**src/verilog/cprs_pkg.sv**
```systemverilog
// Shared constants and types of the processor register set block.
// Assumes one processor clock and an APB master for software access.
`default_nettype none

package cprs_pkg;

    localparam int DATA_W    = 16;
    localparam int PADDR_W   = 20;
    localparam int SEG_SHIFT = 4;
    localparam int APB_AW    = 12;
    localparam int REG_COUNT = 12;

    // Word indices of the register bank, then of the two fetch offsets
    localparam logic [3:0] IDX_ACC  = 4'h0;
    localparam logic [3:0] IDX_CNT  = 4'h1;
    localparam logic [3:0] IDX_PORT = 4'h2;
    localparam logic [3:0] IDX_BASE = 4'h3;
    localparam logic [3:0] IDX_STK  = 4'h4;
    localparam logic [3:0] IDX_BPTR = 4'h5;
    localparam logic [3:0] IDX_SRC  = 4'h6;
    localparam logic [3:0] IDX_DST  = 4'h7;
    localparam logic [3:0] IDX_CODE = 4'h8;
    localparam logic [3:0] IDX_STKS = 4'h9;
    localparam logic [3:0] IDX_DAT0 = 4'hA;
    localparam logic [3:0] IDX_DAT1 = 4'hB;
    localparam logic [3:0] IDX_NIO  = 4'hC;
    localparam logic [3:0] IDX_FAO  = 4'hD;
    localparam logic [3:0] IDX_GPR_LAST = 4'h3;

    // APB byte offsets
    localparam logic [APB_AW-1:0] OFF_ACC  = 12'h000;
    localparam logic [APB_AW-1:0] OFF_CNT  = 12'h004;
    localparam logic [APB_AW-1:0] OFF_PORT = 12'h008;
    localparam logic [APB_AW-1:0] OFF_BASE = 12'h00C;
    localparam logic [APB_AW-1:0] OFF_STK  = 12'h010;
    localparam logic [APB_AW-1:0] OFF_BPTR = 12'h014;
    localparam logic [APB_AW-1:0] OFF_SRC  = 12'h018;
    localparam logic [APB_AW-1:0] OFF_DST  = 12'h01C;
    localparam logic [APB_AW-1:0] OFF_CODE = 12'h020;
    localparam logic [APB_AW-1:0] OFF_STKS = 12'h024;
    localparam logic [APB_AW-1:0] OFF_DAT0 = 12'h028;
    localparam logic [APB_AW-1:0] OFF_DAT1 = 12'h02C;
    localparam logic [APB_AW-1:0] OFF_NIO  = 12'h030;
    localparam logic [APB_AW-1:0] OFF_FAO  = 12'h034;

    localparam logic [DATA_W-1:0] WORD_RESET   = 16'h0000;
    localparam logic [DATA_W-1:0] OFFSET_RESET = 16'h0000;
    localparam logic [DATA_W-1:0] OFFSET_STEP  = 16'h0001;

    typedef enum logic [1:0] {
        SEG_CODE  = 2'h0,
        SEG_STACK = 2'h1,
        SEG_DATA0 = 2'h2,
        SEG_DATA1 = 2'h3
    } cprs_seg_t;

    typedef enum logic [1:0] {
        ST_IDLE = 2'b01,
        ST_ACK  = 2'b10
    } cprs_apb_st_t;

    // Pointer, index and segment words have no byte halves
    function automatic logic cprs_word_only(input logic [3:0] idx);
        cprs_word_only = (idx > IDX_GPR_LAST);
    endfunction

endpackage

`default_nettype wire

```
**src/verilog/cprs_core_if.sv**
```systemverilog
// Internal carrier between the top, the register bank and the fetch pointers.
// Assumes all three parties run on the same processor clock.
`timescale 1ns/100ps
`default_nettype none

interface cprs_core_if;
    import cprs_pkg::*;

    logic                              apb_we;
    logic [3:0]                        apb_idx;
    logic [1:0]                        apb_be;
    logic [DATA_W-1:0]                 apb_wdata;
    logic                              eu_we;
    logic [3:0]                        eu_idx;
    logic [1:0]                        eu_be;
    logic [DATA_W-1:0]                 eu_wdata;
    logic [REG_COUNT-1:0][DATA_W-1:0]  words;
    logic                              take_byte;
    logic                              fetch_byte;
    logic                              branch;
    logic [DATA_W-1:0]                 branch_target;
    logic [DATA_W-1:0]                 next_instr_offset;
    logic [DATA_W-1:0]                 fetch_ahead_offset;

    modport top (
        output apb_we, apb_idx, apb_be, apb_wdata,
        output eu_we, eu_idx, eu_be, eu_wdata,
        output take_byte, fetch_byte, branch, branch_target,
        input  words, next_instr_offset, fetch_ahead_offset
    );
    modport bank (
        input  apb_we, apb_idx, apb_be, apb_wdata,
        input  eu_we, eu_idx, eu_be, eu_wdata,
        output words
    );
    modport fetch (
        input  take_byte, fetch_byte, branch, branch_target,
        output next_instr_offset, fetch_ahead_offset
    );
endinterface

`default_nettype wire

```
**src/verilog/cprs_fetch_ptr.sv**
```systemverilog
// Next-instruction and fetch-ahead offset counters.
// Assumes take, fetch and branch strobes are one-cycle pulses on i_clk.
`timescale 1ns/100ps
`default_nettype none

module cprs_fetch_ptr (
    input wire logic  i_clk,
    input wire logic  i_reset_n,
    cprs_core_if.fetch bus
);
    import cprs_pkg::*;

    typedef struct packed {
        logic [DATA_W-1:0] nio;
        logic [DATA_W-1:0] fao;
    } cprs_fetch_state_t;

    cprs_fetch_state_t state_ff;
    cprs_fetch_state_t nxt_state;

    always_comb begin
        nxt_state = state_ff;
        if (bus.branch) begin
            // Branch beats a same-cycle take or fetch
            nxt_state.nio = bus.branch_target;
            nxt_state.fao = bus.branch_target;
        end else begin
            if (bus.take_byte) begin
                nxt_state.nio = DATA_W'(state_ff.nio + OFFSET_STEP);
            end
            if (bus.fetch_byte) begin
                nxt_state.fao = DATA_W'(state_ff.fao + OFFSET_STEP);
            end
        end
    end

    always_ff @(posedge i_clk or negedge i_reset_n) begin
        if (!i_reset_n) begin
            state_ff <= '{nio: OFFSET_RESET, fao: OFFSET_RESET};
        end else begin
            state_ff <= nxt_state;
        end
    end

    assign bus.next_instr_offset  = state_ff.nio;
    assign bus.fetch_ahead_offset = state_ff.fao;
endmodule // cprs_fetch_ptr

`default_nettype wire

```
**src/verilog/cprs_regbank.sv**
```systemverilog
// Word bank: general, pointer, index and segment registers with lane writes.
// Assumes the top resolves decode; execution writes win lanes they share with APB.
`timescale 1ns/100ps
`default_nettype none

module cprs_regbank (
    input wire logic  i_clk,
    input wire logic  i_reset_n,
    cprs_core_if.bank bus
);
    import cprs_pkg::*;

    typedef struct packed {
        logic [REG_COUNT-1:0][DATA_W-1:0] words;
    } cprs_bank_state_t;

    cprs_bank_state_t state_ff;
    cprs_bank_state_t nxt_state;
    logic [1:0]       eu_be_eff;

    always_comb begin
        nxt_state = state_ff;
        // Execution writes to word-only registers take a whole word whatever the lanes say
        eu_be_eff = cprs_word_only(bus.eu_idx) ? 2'b11 : bus.eu_be;
        for (int i = 0; i < REG_COUNT; i++) begin
            for (int b = 0; b < 2; b++) begin
                // Untouched lane keeps its byte
                if (bus.apb_we && bus.apb_idx == 4'(i) && bus.apb_be[b]) begin
                    nxt_state.words[i][b*8 +: 8] = bus.apb_wdata[b*8 +: 8];
                end
                if (bus.eu_we && bus.eu_idx == 4'(i) && eu_be_eff[b]) begin
                    nxt_state.words[i][b*8 +: 8] = bus.eu_wdata[b*8 +: 8];
                end
            end
        end
    end

    always_ff @(posedge i_clk or negedge i_reset_n) begin
        if (!i_reset_n) begin
            state_ff <= '0;
        end else begin
            state_ff <= nxt_state;
        end
    end

    assign bus.words = state_ff.words;

    // Helper capture for the lane checks
    logic             chk_arm_ff;
    logic             chk_word_ff;
    logic [3:0]       chk_idx_ff;
    logic [7:0]       chk_hi_ff;
    logic [DATA_W-1:0] chk_data_ff;
    always_ff @(posedge i_clk or negedge i_reset_n) begin
        if (!i_reset_n) begin
            chk_arm_ff  <= 1'b0;
            chk_word_ff <= 1'b0;
            chk_idx_ff  <= 4'h0;
            chk_hi_ff   <= 8'h00;
            chk_data_ff <= WORD_RESET;
        end else begin
            chk_arm_ff  <= bus.eu_we && bus.eu_be == 2'b01 && bus.eu_idx < 4'(REG_COUNT)
                           && !(bus.apb_we && bus.apb_idx == bus.eu_idx);
            chk_word_ff <= cprs_word_only(bus.eu_idx);
            chk_idx_ff  <= bus.eu_idx;
            chk_hi_ff   <= state_ff.words[bus.eu_idx][15:8];
            chk_data_ff <= bus.eu_wdata;
        end
    end
endmodule // cprs_regbank

`default_nettype wire

```
**src/verilog/cprs_top.sv**
```systemverilog
// Processor register set: APB slave, segment address former, implicit operands.
// Assumes execution and fetch strobes come from logic on i_clk.
//
// Decided for this implementation: the APB interface to the registers and the placing of the registers.
`timescale 1ns/100ps
`default_nettype none

module cprs_top (
    input  wire logic                       i_clk,
    input  wire logic                       i_reset_n,
    input  wire logic                       i_psel,
    input  wire logic                       i_penable,
    input  wire logic                       i_pwrite,
    input  wire logic [cprs_pkg::APB_AW-1:0] i_paddr,
    input  wire logic [31:0]                i_pwdata,
    input  wire logic [3:0]                 i_pstrb,
    output logic                            o_pready,
    output logic [31:0]                     o_prdata,
    output logic                            o_pslverr,
    input  wire logic                       i_take_byte,
    input  wire logic                       i_fetch_byte,
    input  wire logic                       i_branch,
    input  wire logic [cprs_pkg::DATA_W-1:0] i_branch_target,
    input  wire logic                       i_gpr_we,
    input  wire logic [3:0]                 i_gpr_idx,
    input  wire logic [1:0]                 i_gpr_be,
    input  wire logic [cprs_pkg::DATA_W-1:0] i_gpr_wdata,
    input  wire cprs_pkg::cprs_seg_t        i_seg_sel,
    input  wire logic                       i_use_ea,
    input  wire logic [cprs_pkg::DATA_W-1:0] i_ea,
    output logic [cprs_pkg::DATA_W-1:0]     o_next_instr_offset,
    output logic [cprs_pkg::DATA_W-1:0]     o_fetch_ahead_offset,
    output logic [cprs_pkg::PADDR_W-1:0]    o_fetch_addr,
    output logic [cprs_pkg::PADDR_W-1:0]    o_phys_addr,
    output logic [cprs_pkg::DATA_W-1:0]     o_accumulator_word,
    output logic [cprs_pkg::DATA_W-1:0]     o_base_word,
    output logic [cprs_pkg::DATA_W-1:0]     o_count_word,
    output logic [cprs_pkg::DATA_W-1:0]     o_port_word,
    output logic [7:0]                      o_shift_count,
    output logic [cprs_pkg::DATA_W-1:0]     o_translate_addr,
    output logic [cprs_pkg::DATA_W-1:0]     o_io_port_addr
);
    import cprs_pkg::*;

    typedef struct packed {
        cprs_apb_st_t       fsm;
        logic               pready;
        logic [31:0]        prdata;
        logic               pslverr;
        logic [PADDR_W-1:0] phys_addr;
        logic [PADDR_W-1:0] fetch_addr;
        logic [DATA_W-1:0]  xlat;
    } cprs_top_state_t;

    cprs_top_state_t state_ff;
    cprs_top_state_t nxt_state;
    cprs_core_if     core ();

    logic [4:0]        dec;
    logic              dec_hit;
    logic [3:0]        dec_idx;
    logic              bad_write;
    logic [DATA_W-1:0] rd_word;
    logic [DATA_W-1:0] seg_base;
    logic [DATA_W-1:0] seg_off;
    logic [DATA_W-1:0] pwdata_lo;

    // Hit flag and word index of an APB byte address
    function automatic logic [4:0] decode(input logic [APB_AW-1:0] a);
        case (a)
            OFF_ACC:  decode = {1'b1, IDX_ACC};
            OFF_CNT:  decode = {1'b1, IDX_CNT};
            OFF_PORT: decode = {1'b1, IDX_PORT};
            OFF_BASE: decode = {1'b1, IDX_BASE};
            OFF_STK:  decode = {1'b1, IDX_STK};
            OFF_BPTR: decode = {1'b1, IDX_BPTR};
            OFF_SRC:  decode = {1'b1, IDX_SRC};
            OFF_DST:  decode = {1'b1, IDX_DST};
            OFF_CODE: decode = {1'b1, IDX_CODE};
            OFF_STKS: decode = {1'b1, IDX_STKS};
            OFF_DAT0: decode = {1'b1, IDX_DAT0};
            OFF_DAT1: decode = {1'b1, IDX_DAT1};
            OFF_NIO:  decode = {1'b1, IDX_NIO};
            OFF_FAO:  decode = {1'b1, IDX_FAO};
            default:  decode = 5'h00;
        endcase
    endfunction

    // Segment base shifted four plus offset, wrapping at 1M
    function automatic logic [PADDR_W-1:0] phys(input logic [DATA_W-1:0] base,
                                                input logic [DATA_W-1:0] off);
        phys = {base, 4'h0} + {4'h0, off};
    endfunction

    // A partial lane write to a word-only register is refused, not split
    function automatic logic write_refused(input logic [4:0] d, input logic [3:0] strb);
        write_refused = !d[4] || d[3:0] >= IDX_NIO
                        || (cprs_word_only(d[3:0]) && (strb[1:0] == 2'b01 || strb[1:0] == 2'b10));
    endfunction

    assign dec       = decode(i_paddr);
    assign dec_hit   = dec[4];
    assign dec_idx   = dec[3:0];
    assign bad_write = write_refused(dec, i_pstrb);
    assign pwdata_lo = i_pwdata[15:0];

    always_comb begin
        rd_word = WORD_RESET;
        // Unmapped reads return zero, never the default decode slot
        if (!dec_hit) begin
            rd_word = WORD_RESET;
        end else if (dec_idx == IDX_NIO) begin
            rd_word = core.next_instr_offset;
        end else if (dec_idx == IDX_FAO) begin
            rd_word = core.fetch_ahead_offset;
        end else if (dec_idx < 4'(REG_COUNT)) begin
            rd_word = core.words[dec_idx];
        end
    end

    // Default offset per segment; the effective address overrides only where allowed
    always_comb begin
        seg_base = core.words[IDX_CODE];
        seg_off  = core.fetch_ahead_offset;
        case (i_seg_sel)
            SEG_CODE: begin
                seg_base = core.words[IDX_CODE];
                seg_off  = core.fetch_ahead_offset;
            end
            SEG_STACK: begin
                seg_base = core.words[IDX_STKS];
                seg_off  = i_use_ea ? i_ea : core.words[IDX_STK];
            end
            SEG_DATA0: begin
                seg_base = core.words[IDX_DAT0];
                seg_off  = i_use_ea ? i_ea : core.words[IDX_SRC];
            end
            SEG_DATA1: begin
                seg_base = core.words[IDX_DAT1];
                seg_off  = core.words[IDX_DST];
            end
            default: begin
                seg_base = core.words[IDX_CODE];
                seg_off  = core.fetch_ahead_offset;
            end
        endcase
    end

    always_comb begin
        nxt_state      = state_ff;
        core.apb_we    = 1'b0;
        core.apb_idx   = dec_idx;
        core.apb_be    = i_pstrb[1:0];
        core.apb_wdata = i_pwdata[15:0];
        case (state_ff.fsm)
            ST_IDLE: begin
                nxt_state.pready = 1'b0;
                if (i_psel && i_penable) begin
                    // One wait state: answer is prepared, then offered
                    nxt_state.pready  = 1'b1;
                    nxt_state.pslverr = i_pwrite ? bad_write : !dec_hit;
                    nxt_state.prdata  = i_pwrite ? 32'h0000_0000 : {16'h0000, rd_word};
                    nxt_state.fsm     = ST_ACK;
                end
            end
            ST_ACK: begin
                // Write lands only at the edge the master sees pready
                core.apb_we      = i_psel && i_penable && i_pwrite && !state_ff.pslverr;
                nxt_state.pready = 1'b0;
                nxt_state.fsm    = ST_IDLE;
            end
            default: begin
                nxt_state.pready = 1'b0;
                nxt_state.fsm    = ST_IDLE;
            end
        endcase
        nxt_state.phys_addr  = phys(seg_base, seg_off);
        nxt_state.fetch_addr = phys(core.words[IDX_CODE], core.fetch_ahead_offset);
        nxt_state.xlat       = DATA_W'(core.words[IDX_BASE]
                                       + {8'h00, core.words[IDX_ACC][7:0]});
    end

    always_ff @(posedge i_clk or negedge i_reset_n) begin
        if (!i_reset_n) begin
            state_ff <= '{fsm: ST_IDLE, pready: 1'b0, prdata: 32'h0000_0000, pslverr: 1'b0,
                          phys_addr: 20'h00000, fetch_addr: 20'h00000, xlat: WORD_RESET};
        end else begin
            state_ff <= nxt_state;
        end
    end

    assign core.eu_we         = i_gpr_we;
    assign core.eu_idx        = i_gpr_idx;
    assign core.eu_be         = i_gpr_be;
    assign core.eu_wdata      = i_gpr_wdata;
    assign core.take_byte     = i_take_byte;
    assign core.fetch_byte    = i_fetch_byte;
    assign core.branch        = i_branch;
    assign core.branch_target = i_branch_target;

    cprs_regbank u_bank (
        .i_clk     (i_clk),
        .i_reset_n (i_reset_n),
        .bus       (core.bank)
    );

    cprs_fetch_ptr u_fetch (
        .i_clk     (i_clk),
        .i_reset_n (i_reset_n),
        .bus       (core.fetch)
    );

    assign o_pready             = state_ff.pready;
    assign o_prdata             = state_ff.prdata;
    assign o_pslverr            = state_ff.pslverr;
    assign o_next_instr_offset  = core.next_instr_offset;
    assign o_fetch_ahead_offset = core.fetch_ahead_offset;
    assign o_fetch_addr         = state_ff.fetch_addr;
    assign o_phys_addr          = state_ff.phys_addr;
    assign o_accumulator_word   = core.words[IDX_ACC];
    assign o_base_word          = core.words[IDX_BASE];
    assign o_count_word         = core.words[IDX_CNT];
    assign o_port_word          = core.words[IDX_PORT];
    assign o_shift_count        = core.words[IDX_CNT][7:0];
    assign o_translate_addr     = state_ff.xlat;
    assign o_io_port_addr       = core.words[IDX_PORT];
endmodule // cprs_top

`default_nettype wire

```
**config.mk**
```make
export PLATFORM = sky130hd
export DESIGN_NAME = cprs_top
export DESIGN_NICKNAME = d
export VERILOG_FILES = /design/src/verilog/cprs_pkg.sv /design/src/verilog/cprs_core_if.sv /design/src/verilog/cprs_fetch_ptr.sv /design/src/verilog/cprs_regbank.sv /design/src/verilog/cprs_top.sv
export SDC_FILE = /design/constraint.sdc
export NUM_CORES = 1
export LEC_CHECK = 0
export ABC_AREA = 1
export BUFFER_PORTS_ARGS = -buffer_cell sky130_fd_sc_hd__buf_2
export CORE_MARGIN = 1.5
export CORE_UTILIZATION = 58
export CTS_CLUSTER_DIAMETER = 60
export DETAILED_ROUTE_END_ITERATION = 6
export GPL_TIMING_DRIVEN = 1
export PLACE_DENSITY = 0.86
export SLEW_MARGIN = 15
export SYNTH_ARGS = -nofsm -noshare
export SYNTH_HDL_FRONTEND = slang
export SYNTH_SLANG_ARGS = --single-unit
```
**constraint.sdc**
```tcl
create_clock -name i_clk -period 2.8 [get_ports i_clk]
set_clock_uncertainty 0.2 [all_clocks]
set_input_delay 0.56 -clock i_clk [delete_from_list [all_inputs] [get_ports i_clk]]
set_output_delay 0.56 -clock i_clk [all_outputs]
set_load 0.005 [all_outputs]
```
==> results.md <==
- Crit path capture type: flip-flop
- Clock power share: around a third
- Starting DRC count in detailed routing: ~2500
- Vias in the first global route: between 15000 and 20000
- Total CTS buffers: 40
- P_leak: ~12 nW
- Bufs on Longest Clock Path: 3
- First-pass GRT wire length: between 100000 and 150000 um
- Peak supply drop: ~540 uV
- Gpl congestion: 1.04
- CTS tree: done
- Cell taking the most area after synthesis: dfrtp_1
- Synth area leaders: dfrtp_1, nand2_1, buf_4, o21ai_0, o211ai_1
- Global routing's busiest layer: met2
- Drt drc: 0
- Multi-input gate area: approximately 9400 sq um
- Fill count: slightly below 3000
- Share of the synthesized area in the top cell type: a little under two fifths
- Core Area: 33500 sq um
- Die ar.: around 35000 sq um
- Net Sw Frac: 35.6%
- Drt first pass iters: 7
- Final worst path period need: around 2.7 ns
- Port bufs: 289
- Met1 usage: 59.9%
- Starting Density: 58.9%
- Detailed-route via count: around 21000
- Met2 Track Usage GR: 67.9%
- Hpwl dp: about 60000 um
- Clk_lat worst skew: 0.56 ns
- Fin Setup TNS: 0 ns
- Vias/cell: roughly 6
- Combinational cell fraction of total power: about 30%
- Tcrit/Tclk final: approximately 96%
- Synthesized instance count: ~2700
- Synth Register Bits: 300
- Synthesized area: ~20000 sq um
- Worst min path class: input port to flip-flop
- Status: completed
- Largest net degree at the start of global routing: 81
- Nets@finish: slightly above 3000
- Max-slew violations: 0
- Worst path bufs/invs: 1
- I/O pins: about 320
- Max-cap violations: 0
- Htree depth: 2
- Die Ht: 188 um
- Synthesis warning total: 0
- Global Route Usage Sum: a little under half
- FMAX: between 300 and 400 MHz
- Most used cell, CP: nand2_1
- Top Family by Delay on Critical Path: compound AO/OA/AOI/OAI gates
- Net switching power: 0.00586 W
- Critical Path Slowest Stage Cell: fa_1
- Register area: about 7500 sq um
- M3 GR Usage: 12.3%
- Worst Setup Start Kind: flip-flop
- CTS sink cnt: 300
- Max_slew headroom: between 40% and 50%
- Final hold violation count: 0
- Synth Area per Inst: 7.37 sq um
- Pint: around 0.011 W
- Synth unique cells: 42
- Row count: 67
- Worst Path Required: between 3 and 4 ns
- Area Growth Syn to Fin: 16.6%
- Post-Route WL: between 80000 and 90000 um
- Global route overflow: 0
- Register area share after synthesis: roughly two fifths
- CP cell instances: ha_1 > inv_1 > fa_1 > o21ai_1 > nand2_1 > nand2_1 > a21oi_1 > o21ai_0 > nand3_1 > o21ai_0 > nand2_1
- WS Path Type: flip-flop to flip-flop
- Register share of total power: between 30 and 40%
- Share of cells above drive strength 1: a little over a fifth
- Final setup viols: 0
- Worst Path Arrival: about 2.9 ns
- CTS clk-pin slew, worst paths: ~0.06 ns
- Initial antenna violation count: 7
- DR WL/cell: ~24 um
- Clk root buf: clkbuf_16
- Tightest Pin Transition: a little under 0.8 ns
- Post-route ant nets: 0
- CP Max Fanout: 3
- Power per cell area: roughly 710 nW/um^2
- Worst hold margin: just under 0.05 ns
- Critical Path Max Stage Delay: approximately 0.42 ns
- Die Wd: approximately 190 um
## flip-flops by register name (all words and copies together) (netlist names)
name,cells
u_bank.bus.words,192
state_ff,2
o_fetch_addr,20
u_fetch.bus.fetch_ahead_offset,16
o_phys_addr,20
o_pready,1
u_fetch.bus.next_instr_offset,16
o_translate_addr,16
o_pslverr,1
o_prdata,16
## Yosys cell counts (all sizes together)
cell type  number
nand2         633
clkbuf         75
buf           238
a31oi          44
nor4            3
dfstp           1
a21o            2
o211ai        157
xnor2          10
fa              3
and3            2
xor2           43
inv           266
o2111ai         2
o221ai         23
nand3b          1
nor3           15
nor2          213
a22oi          13
ha             34
o22ai           1
clkinv         15
nand3         174
conb            1
nand4          22
dfrtp         299
or2             1
a21boi          1
a21oi          80
o21ai         306
## power by group through the flow
stage / registers, W / logic, W / clock network [W]
after global placement: 0.00616 / 0.00458 / 0
final: 0.00616 / 0.00489 / 0.00540
after global routing: 0.00623 / 0.00531 / 0.00556
after detailed placement: 0.00619 / 0.00469 / 0
after floorplan: 0.00590 / 0.00342 / 0
after CTS: 0.00613 / 0.00474 / 0.00540
## worst min-delay path, delay by kind of cell
family,cells,cell delay [ns]
and+or+nand+nor,2,0.14
buffers and inverters,1,0.08
## cell type report
| type | count | area share, % |
|---|---|---|
| Inverter | 281 | 4.60 |
| Antenna cell | 4 | 0.0435 |
| Sequential cell | 300 | 32.6 |
| Timing Repair Buffer | 475 | 13.7 |
| Clock inverter | 18 | 0.978 |
| Multi-Input combinational cell | 1799 | 40.6 |
| Clock buffer | 54 | 5.01 |
| Tap cell | 448 | 2.43 |
## routing by layer
metal / vias up / part of all wire, %
met3: 298 / 14
met1: 9820 / 38
li1: 9148 / -
met5: - / 0.011
met2: 1495 / 43
met4: 2 / 5.5
## timing repair
| action | CTS | global route |
|---|---|---|
| hold endpoints to repair | 41 | 0 |
| resized for setup | 0 | 21 |
| setup buffers | 0 | 1 |
| endpoints found under the setup margin | 0 | 14 |
| hold buffers | 1 | 0 |
## logic make-up (layout without fill, tap and decap cells)
group           count (synthesis)  after routing  share of synthesized area [%]
simple gates                 1064           1064                           22.7
fa+ha+maj                      37             37                           2.46
buf+inv                       594            828                           15.6
flops                         300            300                           38.0
xor+xnor                       53             53                           2.35
compound gates                629            629                           18.9
other cells                     1             20                         0.0190
## worst paths after layout
path	startpoint	end	slack [ns]	cells past startpoint
max in group asynchronous	i_reset_n	o_fetch_addr[7]	1.26	4
worst max register to register	u_bank.bus.words[48]	o_translate_addr[14]	0.11	11
worst max-delay path	u_bank.bus.words[48]	o_translate_addr[14]	0.11	11
worst min-delay path	i_branch_target[9]	u_fetch.bus.next_instr_offset[9]	0.05	3
worst min register to register	o_prdata[15]	o_prdata[15]	0.28	2
min in group asynchronous	i_reset_n	u_bank.bus.words[50]	0.31	2
## cell usage in the layout (no fill, tap or decap), drive strengths merged, types with 2 or more instances in the layout
cell type / count
conb: 16
a21o: 2
a21oi: 80
clkinvlp: 4
o21ai: 306
ha: 34
fa: 3
o211ai: 157
xor2: 43
clkinv: 21
and3: 2
buf: 474
inv: 270
a31oi: 44
a22oi: 13
nor2: 213
nand2: 633
dfrtp: 299
o221ai: 23
bufinv: 4
nor3: 15
nor4: 3
clkbuf: 54
diode: 4
nand3: 174
xnor2: 10
o2111ai: 2
nand4: 22
## per-stage QoR
step                instance area, sq um  util (%)  setup WS [ns]  instances  total power (W)
global placement                   21500      64.3         -0.328       3301           0.0107
floorplan                          19900         -        0.00469       2693          0.00932
finish                             23000      68.7          0.114       3379           0.0165
detailed placement                 21500      64.3         -0.412       3301           0.0109
CTS                                22900      68.4         0.0135       3374           0.0163
global route                       23000      68.7       -0.00325       3377           0.0171
Note: power is estimated with default switching activity, not from simulation.
